## src/inc/tif_pkg.sv

```systemverilog
package tif_pkg;
  // ID width and history depth
  localparam int ID_W = 64;
  localparam int HIST_N = 4;
  // Clock rate
  localparam longint CLK_HZ = 64'd50000000;
  // Timeout choices in seconds
  localparam longint TMO_A_S = 64'd120;
  localparam longint TMO_B_S = 64'd15;
  localparam longint TMO_C_S = 64'd30;
  localparam longint TMO_A_CYC = TMO_A_S * CLK_HZ;
  localparam longint TMO_B_CYC = TMO_B_S * CLK_HZ;
  localparam longint TMO_C_CYC = TMO_C_S * CLK_HZ;
  // One second of clock cycles for the retransmit interval
  localparam longint SEC_CYC = CLK_HZ;
  // Register offsets
  localparam logic [3:0] REG_CMD = 4'h0;
  localparam logic [3:0] REG_CFG = 4'h1;
  localparam logic [3:0] REG_STAT = 4'h2;
  localparam logic [3:0] REG_HIST0 = 4'h3;
  // Command codes written to the command register (low 16 bits, BCD)
  localparam logic [15:0] CMD_XMIT_ALL = 16'h0040;
  localparam logic [15:0] CMD_UNQ_BASE = 16'h4100;
  localparam logic [15:0] CMD_VAL_BASE = 16'h4200;
  localparam logic [15:0] CMD_UNQ_RST = 16'h0440;
  localparam logic [15:0] CMD_TMO_A = 16'h0441;
  localparam logic [15:0] CMD_TMO_B = 16'h0442;
  localparam logic [15:0] CMD_TMO_C = 16'h0443;
  localparam logic [15:0] CMD_OPT_LO = 16'h0450;
  localparam logic [15:0] CMD_OPT_HI = 16'h0459;
  localparam logic [7:0] CMD_WIEG_PFX = 8'h46;
  // Reset values
  localparam logic [1:0] SEP_RST = 2'h0;
  localparam logic [1:0] VAL_RST = 2'h0;
  localparam logic [1:0] TMO_RST = 2'h0;
  localparam logic [7:0] WIEG_IVL_RST = 8'h01;
  // Option bit positions in the option vector
  localparam int OPT_WIEG = 0;
  localparam int OPT_XLAT = 1;
  localparam int OPT_SORT = 2;
  localparam int OPT_INIT = 3;
  localparam int OPT_GRP2 = 4;
  localparam logic [4:0] OPT_RST = 5'h08;
  // Config readback field positions
  localparam int CF_SEP = 0;
  localparam int CF_VAL = 2;
  localparam int CF_TMO = 4;
  localparam int CF_ALL = 6;
  localparam int CF_OPT = 8;
  localparam int CF_IVL = 16;
  // Response codes
  localparam logic [1:0] RSP_DONE = 2'h1;
  localparam logic [1:0] RSP_ERR = 2'h2;
endpackage

```

## src/rtl/tif_filter.sv

```systemverilog
`timescale 1ns/1ps
module tif_filter
  import tif_pkg::*;
(
  // Clock and reset
  input wire logic clk,
  input wire logic rst,
  // Register port
  input wire logic [3:0] reg_addr,
  input wire logic [31:0] reg_wdata,
  input wire logic reg_wr,
  input wire logic reg_rd,
  output logic [31:0] reg_rdata_ff,
  // Decoded tag input
  input wire logic tag_valid,
  input wire logic [ID_W-1:0] tag_id,
  input wire logic tag_is_wieg,
  input wire logic tag_full_frame,
  input wire logic tag_grp_ok,
  // Report outputs
  output logic rpt_serial_ff,
  output logic rpt_wieg_ff,
  output logic [ID_W-1:0] rpt_id_ff,
  output logic rpt_xlat_ff,
  output logic relay_ff,
  // Reader option levels and retransmit tick pulse
  output logic sort_en_ff,
  output logic tag_init_en_ff,
  output logic [7:0] wieg_ivl_ff,
  output logic wieg_tick_ff,
  // Command response
  output logic rsp_valid_ff,
  output logic [1:0] rsp_code_ff
);

  // Configuration state
  logic [1:0] sep_ff;
  logic [1:0] val_ff;
  logic [1:0] tmo_sel_ff;
  logic xmit_all_ff;
  logic [4:0] opt_ff;
  // Validation tracking
  logic [ID_W-1:0] last_id_ff;
  logic [1:0] rep_cnt_ff;
  logic seen_ff;
  // Comparison history, entry 0 newest
  logic [ID_W-1:0] hist_ff [HIST_N];
  logic [HIST_N-1:0] hist_v_ff;
  // Timeout counter; wide enough for two minutes
  logic [33:0] tmo_cnt_ff;
  logic [31:0] sec_cnt_ff;
  logic [7:0] ivl_cnt_ff;

  // Command decode
  logic cmd_wr;
  logic [15:0] cmd;
  logic cmd_unq;
  logic cmd_val;
  logic cmd_tmo;
  logic cmd_opt;
  logic cmd_wiegivl;
  logic cmd_ok;
  logic hist_clr;
  logic tmo_expire;
  logic validated;
  logic unique_ok;
  logic same_repeat;
  logic [7:0] ivl_val;
  logic ivl_ok;
  // Decoded interval digits; bit 4 set marks a character that is not hex
  logic [4:0] nib_hi;
  logic [4:0] nib_lo;
  // Frame admitted to the filter at all
  logic tag_take;

  // Turn one ASCII hex character into a nibble; bit 4 flags a bad digit
  function automatic logic [4:0] hex_nib(input logic [7:0] c);
    if (c >= 8'h30 && c <= 8'h39) begin
      hex_nib = {1'b0, c[3:0]};
    end else if ((c >= 8'h41 && c <= 8'h46) || (c >= 8'h61 && c <= 8'h66)) begin
      hex_nib = {1'b0, c[3:0] + 4'h9};
    end else begin
      hex_nib = 5'h10;
    end
  endfunction

  // Timeout length for a selection
  function automatic logic [33:0] tmo_len(input logic [1:0] s);
    case (s)
      2'h1: tmo_len = 34'(TMO_B_CYC);
      2'h2: tmo_len = 34'(TMO_C_CYC);
      default: tmo_len = 34'(TMO_A_CYC);
    endcase
  endfunction

  // Command word: bits 15:0 code; for 46NN, bits 31:16 hold the two ASCII chars
  assign cmd_wr = reg_wr && (reg_addr == REG_CMD);
  assign cmd = reg_wdata[15:0];
  assign cmd_unq = cmd[15:4] == CMD_UNQ_BASE[15:4] && cmd[3:0] <= 4'h3;
  assign cmd_val = cmd[15:4] == CMD_VAL_BASE[15:4] && cmd[3:0] <= 4'h3;
  assign cmd_tmo = cmd == CMD_TMO_A || cmd == CMD_TMO_B || cmd == CMD_TMO_C;
  assign cmd_opt = cmd >= CMD_OPT_LO && cmd <= CMD_OPT_HI;
  // Both interval digits decoded once; a zero interval is refused
  assign nib_hi = hex_nib(reg_wdata[31:24]);
  assign nib_lo = hex_nib(reg_wdata[23:16]);
  assign ivl_val = {nib_hi[3:0], nib_lo[3:0]};
  assign ivl_ok = !nib_hi[4] && !nib_lo[4] && ivl_val != 8'h00;
  assign cmd_wiegivl = cmd[15:8] == CMD_WIEG_PFX && ivl_ok;
  assign cmd_ok = cmd_unq || cmd_val || cmd_tmo || cmd_opt || cmd_wiegivl
                  || cmd == CMD_XMIT_ALL || cmd == CMD_UNQ_RST;

  // Validation: identical consecutive frames counted, saturating at 3, and compared against the setting
  // Group select off admits every frame; on, only frames meeting the criteria
  assign tag_take = tag_valid && (tag_grp_ok || !opt_ff[OPT_GRP2]);
  assign same_repeat = seen_ff && (tag_id == last_id_ff);
  assign validated = tag_take && (same_repeat ? rep_cnt_ff >= val_ff
                                              : val_ff == 2'h0);

  // Uniqueness over the k newest entries
  always_comb begin
    unique_ok = 1'b1;
    for (int i = 0; i < HIST_N; i++) begin
      if (i <= int'(sep_ff) && hist_v_ff[i] && hist_ff[i] == tag_id) begin
        unique_ok = 1'b0;
      end
    end
  end

  assign tmo_expire = tmo_cnt_ff == 34'h1;
  assign hist_clr = (cmd_wr && (cmd_tmo || cmd == CMD_UNQ_RST)) || tmo_expire;

  // Configuration registers, applied from the next tag on
  always_ff @(posedge clk or posedge rst) begin
    if (rst) begin
      sep_ff <= SEP_RST;
      val_ff <= VAL_RST;
      tmo_sel_ff <= TMO_RST;
      xmit_all_ff <= 1'b0;
      opt_ff <= OPT_RST;
      wieg_ivl_ff <= WIEG_IVL_RST;
    end else if (cmd_wr) begin
      if (cmd == CMD_XMIT_ALL) begin
        xmit_all_ff <= 1'b1;
      end else if (cmd_unq) begin
        sep_ff <= cmd[1:0];
        xmit_all_ff <= 1'b0;
      end else if (cmd_val) begin
        val_ff <= cmd[1:0];
      end else if (cmd_tmo) begin
        tmo_sel_ff <= 2'(cmd[3:0] - 4'h1);
      end else if (cmd_opt) begin
        // Even code clears, odd sets, per option pair, except initialize, where even sets and odd clears
        case (cmd[3:1])
          3'h0: opt_ff[OPT_WIEG] <= cmd[0];
          3'h1: opt_ff[OPT_XLAT] <= cmd[0];
          3'h2: opt_ff[OPT_SORT] <= cmd[0];
          3'h3: opt_ff[OPT_INIT] <= !cmd[0];
          default: opt_ff[OPT_GRP2] <= cmd[0];
        endcase
      end else if (cmd_wiegivl) begin
        wieg_ivl_ff <= ivl_val;
      end
    end
  end

  // Validation repeat tracker
  always_ff @(posedge clk or posedge rst) begin
    if (rst) begin
      last_id_ff <= '0;
      rep_cnt_ff <= 2'h0;
      seen_ff <= 1'b0;
    end else if (tag_take) begin
      last_id_ff <= tag_id;
      seen_ff <= 1'b1;
      if (!same_repeat) begin
        rep_cnt_ff <= 2'h1;
      end else if (rep_cnt_ff != 2'h3) begin
        rep_cnt_ff <= rep_cnt_ff + 2'h1;
      end
    end
  end

  // History shift; a clear in the same cycle leaves only the new ID
  always_ff @(posedge clk or posedge rst) begin
    if (rst) begin
      hist_v_ff <= '0;
      for (int i = 0; i < HIST_N; i++) begin
        hist_ff[i] <= '0;
      end
    end else if (validated && !xmit_all_ff) begin
      hist_ff[0] <= tag_id;
      for (int i = 1; i < HIST_N; i++) begin
        hist_ff[i] <= hist_ff[i-1];
      end
      hist_v_ff <= hist_clr ? 4'h1 : {hist_v_ff[2:0], 1'b1};
    end else if (hist_clr) begin
      hist_v_ff <= '0;
    end
  end

  // Timeout: counts down, reloaded by each accepted ID; 1 marks expiry
  always_ff @(posedge clk or posedge rst) begin
    if (rst) begin
      tmo_cnt_ff <= '0;
    end else if (hist_clr && !(validated && !xmit_all_ff)) begin
      tmo_cnt_ff <= '0;
    end else if (validated && !xmit_all_ff) begin
      tmo_cnt_ff <= tmo_len(tmo_sel_ff);
    end else if (tmo_cnt_ff != 34'h0) begin
      tmo_cnt_ff <= tmo_cnt_ff - 34'h1;
    end
  end

  // Report routing
  always_ff @(posedge clk or posedge rst) begin
    if (rst) begin
      rpt_serial_ff <= 1'b0;
      rpt_wieg_ff <= 1'b0;
      rpt_id_ff <= '0;
      rpt_xlat_ff <= 1'b0;
      relay_ff <= 1'b0;
    end else begin
      rpt_serial_ff <= 1'b0;
      rpt_wieg_ff <= 1'b0;
      relay_ff <= validated;
      if (validated && (xmit_all_ff || unique_ok)) begin
        rpt_id_ff <= tag_id;
        rpt_xlat_ff <= opt_ff[OPT_XLAT] && tag_full_frame;
        if (opt_ff[OPT_WIEG]) begin
          rpt_wieg_ff <= tag_is_wieg;
        end else begin
          rpt_serial_ff <= 1'b1;
        end
      end
    end
  end

  // Option levels out
  always_ff @(posedge clk or posedge rst) begin
    if (rst) begin
      sort_en_ff <= 1'b0;
      tag_init_en_ff <= 1'b0;
    end else begin
      sort_en_ff <= opt_ff[OPT_SORT];
      tag_init_en_ff <= opt_ff[OPT_SORT] && opt_ff[OPT_INIT];
    end
  end

  // Wiegand retransmit tick each interval of seconds
  always_ff @(posedge clk or posedge rst) begin
    if (rst) begin
      sec_cnt_ff <= '0;
      ivl_cnt_ff <= 8'h0;
      wieg_tick_ff <= 1'b0;
    end else begin
      wieg_tick_ff <= 1'b0;
      if (sec_cnt_ff == 32'(SEC_CYC - 1)) begin
        sec_cnt_ff <= '0;
        if (ivl_cnt_ff + 8'h1 >= wieg_ivl_ff) begin
          ivl_cnt_ff <= 8'h0;
          wieg_tick_ff <= opt_ff[OPT_WIEG];
        end else begin
          ivl_cnt_ff <= ivl_cnt_ff + 8'h1;
        end
      end else begin
        sec_cnt_ff <= sec_cnt_ff + 32'h1;
      end
    end
  end

  // Command response pulse
  always_ff @(posedge clk or posedge rst) begin
    if (rst) begin
      rsp_valid_ff <= 1'b0;
      rsp_code_ff <= 2'h0;
    end else begin
      rsp_valid_ff <= cmd_wr;
      if (cmd_wr) begin
        rsp_code_ff <= cmd_ok ? RSP_DONE : RSP_ERR;
      end
    end
  end

  // Register reads, data one cycle after the strobe
  always_ff @(posedge clk or posedge rst) begin
    if (rst) begin
      reg_rdata_ff <= '0;
    end else if (reg_rd) begin
      if (reg_addr == REG_CFG) begin
        reg_rdata_ff <= 32'(sep_ff) << CF_SEP | 32'(val_ff) << CF_VAL
                        | 32'(tmo_sel_ff) << CF_TMO | 32'(xmit_all_ff) << CF_ALL
                        | 32'(opt_ff) << CF_OPT | 32'(wieg_ivl_ff) << CF_IVL;
      end else if (reg_addr == REG_STAT) begin
        reg_rdata_ff <= {26'h0, rep_cnt_ff, hist_v_ff};
      end else if (reg_addr == REG_HIST0) begin
        reg_rdata_ff <= hist_ff[0][31:0];
      end else begin
        reg_rdata_ff <= '0;
      end
    end else begin
      reg_rdata_ff <= '0;
    end
  end

  // Checks
  a_dup_suppress: assert property (@(posedge clk) disable iff (rst)
    (validated && !xmit_all_ff && hist_v_ff[0] && hist_ff[0] == tag_id)
    |=> !rpt_serial_ff && !rpt_wieg_ff)
    else $error("duplicate of newest ID was reported");
  a_all_pass: assert property (@(posedge clk) disable iff (rst)
    (validated && xmit_all_ff && !opt_ff[OPT_WIEG]) |=> rpt_serial_ff)
    else $error("transmit-all dropped an ID");
  a_hist_push: assert property (@(posedge clk) disable iff (rst)
    (validated && !xmit_all_ff) |=> hist_v_ff[0] && hist_ff[0] == $past(tag_id))
    else $error("accepted ID not stored");
  a_clear_hist: assert property (@(posedge clk) disable iff (rst)
    (hist_clr && !validated) |=> hist_v_ff == 4'h0)
    else $error("history not cleared");
  a_relay_fire: assert property (@(posedge clk) disable iff (rst)
    validated |=> relay_ff)
    else $error("relay missed a tag");
  a_wieg_only: assert property (@(posedge clk) disable iff (rst)
    (validated && opt_ff[OPT_WIEG] && !tag_is_wieg) |=> !rpt_serial_ff && !rpt_wieg_ff)
    else $error("non-Wiegand tag reported in Wiegand mode");
  a_val_drop: assert property (@(posedge clk) disable iff (rst)
    (tag_valid && !validated) |=> !rpt_serial_ff && !rpt_wieg_ff)
    else $error("unvalidated ID reported");
  a_tmo_reload: assert property (@(posedge clk) disable iff (rst)
    (validated && !xmit_all_ff) |=> tmo_cnt_ff == tmo_len($past(tmo_sel_ff)))
    else $error("timeout not restarted");
  a_cmd_done: assert property (@(posedge clk) disable iff (rst)
    (cmd_wr && cmd_ok) |=> rsp_valid_ff && rsp_code_ff == RSP_DONE)
    else $error("command not acknowledged");
  // Refusals, group gate, validation depth, expiry and tick gating
  a_cmd_refuse: assert property (@(posedge clk) disable iff (rst)
    (cmd_wr && !cmd_ok) |=> rsp_valid_ff && rsp_code_ff == RSP_ERR)
    else $error("refused command not answered with error");
  a_grp_drop: assert property (@(posedge clk) disable iff (rst)
    (tag_valid && opt_ff[OPT_GRP2] && !tag_grp_ok)
    |=> !relay_ff && !rpt_serial_ff && !rpt_wieg_ff)
    else $error("tag lacking group criteria was acquired");
  a_val_repeat: assert property (@(posedge clk) disable iff (rst)
    (validated && val_ff != 2'h0) |-> same_repeat)
    else $error("multi-frame validation passed a first frame");
  a_tmo_expire: assert property (@(posedge clk) disable iff (rst)
    (tmo_expire && !validated) |=> hist_v_ff == 4'h0 && tmo_cnt_ff == 34'h0)
    else $error("expired timeout left history in place");
  a_tick_mode: assert property (@(posedge clk) disable iff (rst)
    wieg_tick_ff |-> $past(opt_ff[OPT_WIEG]))
    else $error("retransmit tick outside Wiegand mode");

endmodule // tif_filter

```

## config.mk

```make
export PLATFORM = sky130hd
export DESIGN_NAME = tif_filter
export DESIGN_NICKNAME = d
export VERILOG_FILES = /design/src/inc/tif_pkg.sv /design/src/rtl/tif_filter.sv
export SDC_FILE = /design/constraint.sdc
export NUM_CORES = 1
export LEC_CHECK = 0
export BUFFER_PORTS_ARGS = -buffer_cell sky130_fd_sc_hd__buf_4
export CAP_MARGIN = 20
export CELL_PAD_IN_SITES_DETAIL_PLACEMENT = 0
export CELL_PAD_IN_SITES_GLOBAL_PLACEMENT = 1
export CORE_ASPECT_RATIO = 0.75
export CORE_UTILIZATION = 44
export CTS_BUF_LIST = sky130_fd_sc_hd__clkbuf_16
export DETAILED_ROUTE_END_ITERATION = 10
export GPL_TIMING_DRIVEN = 0
export PLACE_DENSITY = 0.82
export SLEW_MARGIN = 10
export SYNTH_ARGS = -nofsm -noshare
export SYNTH_HDL_FRONTEND = slang
export SYNTH_SLANG_ARGS = --single-unit
```

## constraint.sdc

```tcl
create_clock -name clk -period 15.2 [get_ports clk]
set_clock_uncertainty 0.2 [all_clocks]
set_input_delay 1.52 -clock clk [delete_from_list [all_inputs] [get_ports clk]]
set_output_delay 1.52 -clock clk [all_outputs]
set_load 0.01 [all_outputs]
```

* Word level (Yosys, flattened, before mapping)
Cells that the tools add are included.
** Word-level totals
- Register bits :: 527
- Logic and storage cells :: 197
** Operators by class
- Bitwise logic cells :: 11
- Muxes and demuxes :: 33
- Order comparisons :: 20
- Add/sub/neg operators :: 7
- Reduce and logical (&&, ||, !) cells :: 69
- Eq/ne operators :: 25
** Operator list (number)
- equality test 64 bit :: 5
- two-way mux 32 bit :: 5
- two-way mux 34 bit :: 3
- one-hot mux 33 bit (2 select lines) :: 1
- equality test 16 x 11 -> 1 bit (second input constant) :: 4
- AND reduction 7 bit :: 6
- equality test 34 x 1 -> 1 bit (second input constant) :: 1
- nonzero test 34 bit :: 1
- subtractor 34 x 1 -> 34 bit (second input constant) :: 1
- adder 32 x 1 -> 32 bit (second input constant) :: 1
- equality test 32 x 26 -> 1 bit (second input constant) :: 1
- greater-or-equal comparator 8 x 7 -> 1 bit (second input constant) :: 4
- <= comparator 8 x 7 -> 1 bit (second input constant) :: 4
- logical AND 1 bit :: 29
- equality test 12 x 11 -> 1 bit (second input constant) :: 2
- bitwise OR 13 x 24 -> 24 bit :: 1
- two-way mux 5 bit :: 4
- equality test 16 x 7 -> 1 bit (second input constant) :: 1
- greater-or-equal comparator 16 x 11 -> 1 bit (second input constant) :: 1
- greater-or-equal comparator 8 x 6 -> 1 bit (second input constant) :: 2
- <= comparator 16 x 11 -> 1 bit (second input constant) :: 1
- <= comparator 8 x 6 -> 1 bit (second input constant) :: 2
- logical OR 1 bit :: 14
- two-way mux 1 bit :: 13
- 38 further kinds :: 58

* Longest topological paths before layout
- Depth in word-level cells :: 13
- Mapped depth :: 12
- Gate-level depth less buffers :: 11

* Worst setup path after synthesis
OpenSTA, ideal clock, no wires.
- Path type :: input to register
- Start point :: input port tag_id[59]
- End point :: register rpt_id_ff[10]
- Stages :: 11
- Slack :: 10.951 ns
- Required time :: 14.873 ns
- Buffers on the path :: 3
- Data arrival time :: 3.922 ns
- Path through :: buf_2 -> nor2b_1 -> a2111o_1 -> a2111oi_2 -> nand4_1 -> or4_1 -> o311a_1 -> o21ai_2 -> buf_6 -> buf_6 -> mux2_1
** On the way
- Word-level cells in the longest chain between the ends :: 8
- Elaborated cells between the ends (all ways) :: 18
- Classes of those cells :: eq/ne: 5; mux: 5; reduce/logical: 8
** RTL lines
- from (decl) :: RTL line tif_filter.sv:16 : input wire logic [ID_W-1:0] tag_id,
- equality test 64 bit :: RTL line tif_filter.sv:123 : if (i <= int'(sep_ff) && hist_v_ff[i] && hist_ff[i] == tag_id) begin
- logical AND 1 bit :: RTL line tif_filter.sv:123
- two-way mux 1 bit (4 in series) :: RTL line tif_filter.sv:123
- logical OR 1 bit :: RTL line tif_filter.sv:226 : if (validated && (xmit_all_ff || unique_ok)) begin
- logical AND 1 bit * :: RTL line tif_filter.sv:226
- to (signal assigned) :: RTL line tif_filter.sv:227 : rpt_id_ff <= tag_id;
- to (decl) :: RTL line tif_filter.sv:23 : output logic [ID_W-1:0] rpt_id_ff,
Every way passes the cells marked *; elsewhere a longest branch is shown, timed or not.
A chain may end at the register's enable or synchronous reset.

* Worst setup path in the final report
- Start point :: input port tag_id[39]
- End point :: register hist_ff[115] (netlist bit)
** On the way
- Word-level cells in the longest chain between the ends :: 5
** RTL lines
- equality test 64 bit :: RTL line tif_filter.sv:115 : assign same_repeat = seen_ff && (tag_id == last_id_ff);
- logical AND 1 bit :: RTL line tif_filter.sv:115
- two-way mux 1 bit :: RTL line tif_filter.sv:116 : assign validated = tag_take && (same_repeat ? rep_cnt_ff >= val_ff
- logical AND 1 bit :: RTL line tif_filter.sv:116
- logical AND 1 bit :: RTL line tif_filter.sv:190 : end else if (validated && !xmit_all_ff) begin
- to (signal, indexed assignment) :: RTL line tif_filter.sv:193 : hist_ff[i] <= hist_ff[i-1];
- to (decl) :: RTL line tif_filter.sv:47 : logic [ID_W-1:0] hist_ff [HIST_N];
Every way passes these cells.

==> Implementation_results.wiki <==
{| class="wikitable"
! Metric !! Value
|-
| Outcome || finished clean
|-
| Resized cells post-CTS || 0
|-
| Count of buffers from port buffering || 157
|-
| Critical-path cell with the highest stage delay || sky130_fd_sc_hd__clkbuf_1
|-
| Family with the most delay on the worst path || simple AND/OR/NAND/NOR gates
|-
| Critical path, cell by cell || clkbuf_1 -> xnor2_1 -> nand4_1 -> nor4_1 -> nand4_1 -> or4_4 -> a21oi_4 -> buf_2 -> clkbuf_1 -> o21ai_0
|-
| Die width || 279 um
|-
| Most used routing layer in global routing || met1
|-
| Overall die height || 210 um
|-
| Worst-case register-to-register setup slack || 10790 ps
|-
| Setup repair after global routing missed its margin || false
|-
| Post-CTS setup buffer count || 0
|-
| Number of synthesized flops with an enable pin || 0
|-
| R2r startpoint || hist_ff[127]
|-
| Number of design-rule violations left by the first detailed-router iteration || 1871
|-
| Per-cell routed wire length || roughly 26 um
|-
| Area of the core || 56300 um2
|-
| Fraction of final layout cells with drive strength greater than 1 || 18.0%
|-
| Number of iterations in the first detailed-routing pass || 5
|-
| Vias per std cell || 5.78
|-
| Largest stage delay, worst path || 710 ps
|-
| Number of nets in the layout || 2487
|-
| Worst-path fanout max || 10
|-
| Depth of the most critical reg-to-reg path || 10
|-
| Hold Fails Final Rpt || 0
|-
| Top-level port count || ~220
|-
| Min Clock Period, post-route || 5540 ps
|-
| Most frequent standard cell in the layout excluding fill and tap cells || sky130_fd_sc_hd__dfrtp_1
|-
| Count of vias placed by the detailed router || 18100
|-
| Final Non-Filler Cells || 3128
|-
| Number of storage elements in the synthesis netlist || 527
|-
| CTS tree || built
|-
| Detailed placement HPWL || 63800 um
|-
| Fraction of met2 tracks used by global routing || 40.5%
|-
| Headroom to the max-slew limit || approximately a quarter
|-
| Tot GR Track Use || 28.4%
|-
| Met1 Track Usage GR || 42.8%
|-
| Count of H-tree levels built during CTS || 2
|-
| Clock slew at reported path FFs || around 70 ps
|-
| Mapped cell area || 25300 um2
|-
| Post-Synthesis Net Count || 2257
|-
| Max cap viols || 0
|-
| Synth-to-Final Area Change || 17.6%
|-
| Mean instance size in the synthesized netlist || approximately 12 um2
|-
| Number of nets with antenna violations after routing || 0
|-
| Area enclosed by the die boundary || 58400 um2
|-
| Vias in the first global route || 17800
|-
| Met3 capacity usage during global routing || 7.16%
|-
| Leakage power || 12.9 nW
|-
| Commonest non-fill, non-tap cells in the layout || sky130_fd_sc_hd__dfrtp_1, sky130_fd_sc_hd__xnor2_1, sky130_fd_sc_hd__mux2_1, sky130_fd_sc_hd__buf_4, sky130_fd_sc_hd__mux2_2
|-
| Post-layout util || between 50 and 60%
|-
| Worst Hold Launch || opt_ff[2]
|-
| DRC || 0
|-
| Gr ovfl total || 0
|-
| Critical path endpoint category || register
|-
| Worst setup SP type || primary input
|-
| Antenna violations before repair || 5
|-
| Actual slew at the worst max-slew pin || 1140 ps
|-
| CTS buffer count || 54
|-
| Number of instances in the synthesized netlist || about 2100
|-
| Power per standard cell area || between 100 and 150 nW/um2
|-
| FP Rows || 75
|-
| Total power || about 0.0042 W
|-
| Buffer depth of the longest clock path || 3
|-
| Required time of the worst setup path || ~15000 ps
|-
| Worst min-delay path class || reg2reg
|-
| Critical path type || in2reg
|-
| Timing startpoint of the critical path || tag_id[39]
|-
| Top FF cell, synth || sky130_fd_sc_hd__dfrtp_1
|-
| Ys Warns || 0
|-
| First-pass GRT wire length || roughly 120000 um
|-
| Hold Buf Count CTS || 0
|-
| Routability congestion estimate || 1.02
|-
| Worst path buffer plus inverter count || 3
|-
| Maximum number of pins on one net before global-route repair || 40
|-
| Period Utilization, post-route || 36.5%
|-
| Worst reg2reg path endpoint || rpt_id_ff[10]
|-
| Count of cells along the worst hold path || 0
|-
| Initial cell density of the core || 44.9%
|-
| Setup-failing EPs final || 0
|-
| Sequential share of the synthesized area || 52.2%
|-
| Fin Setup TNS || 0 ps
|-
| Synth cell types || 71
|-
| Clock root buffer || sky130_fd_sc_hd__clkbuf_16
|-
| Clock latency on the worst-skew pair || 630 ps
|-
| Cell count after placement || 3024
|-
| Post-layout worst setup margin || between 9000 and 10000 ps
|-
| End point of the worst hold path || sort_en_ff
|-
| Async set-or-reset flop fraction in the synthesized netlist || 100%
|-
| Fmax achieved || 180 MHz
|-
| Worst-case vdd ir drop || around 0.094 mV
|-
| Filler Cell Count || 4908
|-
| Final-report max-slew violation count || 0
|-
| Worst setup slack before clock tree synthesis || between 9000 and 10000 ps
|-
| Arrival @ worst endpoint || 5810 ps
|-
| Number of sinks handled by clock tree synthesis || ~530
|-
| Final routed wirelength across all metal layers || a little over 80000 um
|}
-- cell usage after synthesis (32+ instances only) --
cell | count | area [um2]
sky130_fd_sc_hd__nand2_1 | 103 | 387
sky130_fd_sc_hd__nor4_1 | 53 | 332
sky130_fd_sc_hd__xnor2_1 | 251 | 2200
sky130_fd_sc_hd__inv_1 | 73 | 274
sky130_fd_sc_hd__nor2_1 | 86 | 323
sky130_fd_sc_hd__mux2_2 | 111 | 1250
sky130_fd_sc_hd__dfrtp_1 | 525 | 13100
sky130_fd_sc_hd__o21ai_0 | 73 | 365
sky130_fd_sc_hd__xor2_1 | 87 | 762
sky130_fd_sc_hd__clkbuf_1 | 76 | 285
sky130_fd_sc_hd__mux2_1 | 238 | 2680
sky130_fd_sc_hd__nand4_1 | 73 | 457
sky130_fd_sc_hd__o22ai_1 | 32 | 200
-- report_power, final --
| part | total (W) | internal [W] | switching (W) |
|---|---|---|---|
| Clock | 0.00150 | 0.000911 | 0.000590 |
| Sequential | 0.00189 | 0.00166 | 0.000234 |
| Combinational | 0.000858 | 0.000382 | 0.000476 |
-- layer usage --
layer / routed length [um] / vias up
met5: 41 / -
met4: 1940 / 6
met3: 7740 / 99
met2: 34700 / 723
met1: 38100 / 9393
li1: - / 7852
-- per-stage QoR --
| step | hold WS (ps) | area, um2 |
|---|---|---|
| 3_3_place_gp | 214 | 27400 |
| 3_5_place_dp | 225 | 27700 |
| 4_1_cts | 240 | 29700 |
| 5_1_grt | 265 | 29700 |
| 6_report | 236 | 29700 |
| 2_1_floorplan | 180 | 25300 |
-- area by class of cell --
cell class	instances	area, um2	area share [%]
inverter	73	278	0.935
timing repair buffer	174	1520	5.11
clock buffer	55	1380	4.63
clock inverter	46	611	2.06
antenna	3	7.51	0.0253
sequential	527	13200	44.4
buffer	129	638	2.15
tap	731	915	3.08
multi-input combinational	1390	11200	37.6
-- registers in the layout, indices dropped and copies added, names as in the netlist, 2 cells and up --
signal        flops
rpt_id_ff        64
reg_rdata_ff     32
val_ff            2
rsp_code_ff       2
sec_cnt_ff       32
opt_ff            5
tmo_cnt_ff       34
hist_ff         256
sep_ff            2
tmo_sel_ff        2
wieg_ivl_ff       8
hist_v_ff         4
last_id_ff       64
ivl_cnt_ff        8
rep_cnt_ff        2
-- cells by family after synthesis --
| group | share of synthesized area [%] |
|---|---|
| simple gates | 9.83 |
| mux | 16.6 |
| fa+ha+maj | 1.49 |
| flops | 52.2 |
| xor+xnor | 11.7 |
| buf+inv | 3.61 |
| compound gates | 4.58 |
-- worst max path at each step --
stage | to | slack, ps | cells after the start
2_1_floorplan | hist_ff[0] | 6320 | 1
3_3_place_gp | rpt_id_ff[61] | 3440 | 2
3_5_place_dp | hist_ff[73] | 9190 | 10
4_1_cts | hist_ff[115] | 9830 | 10
5_1_grt | hist_ff[103] | 9570 | 10
6_report | hist_ff[115] | 9660 | 10
Power figures use the tool's default switching activity.
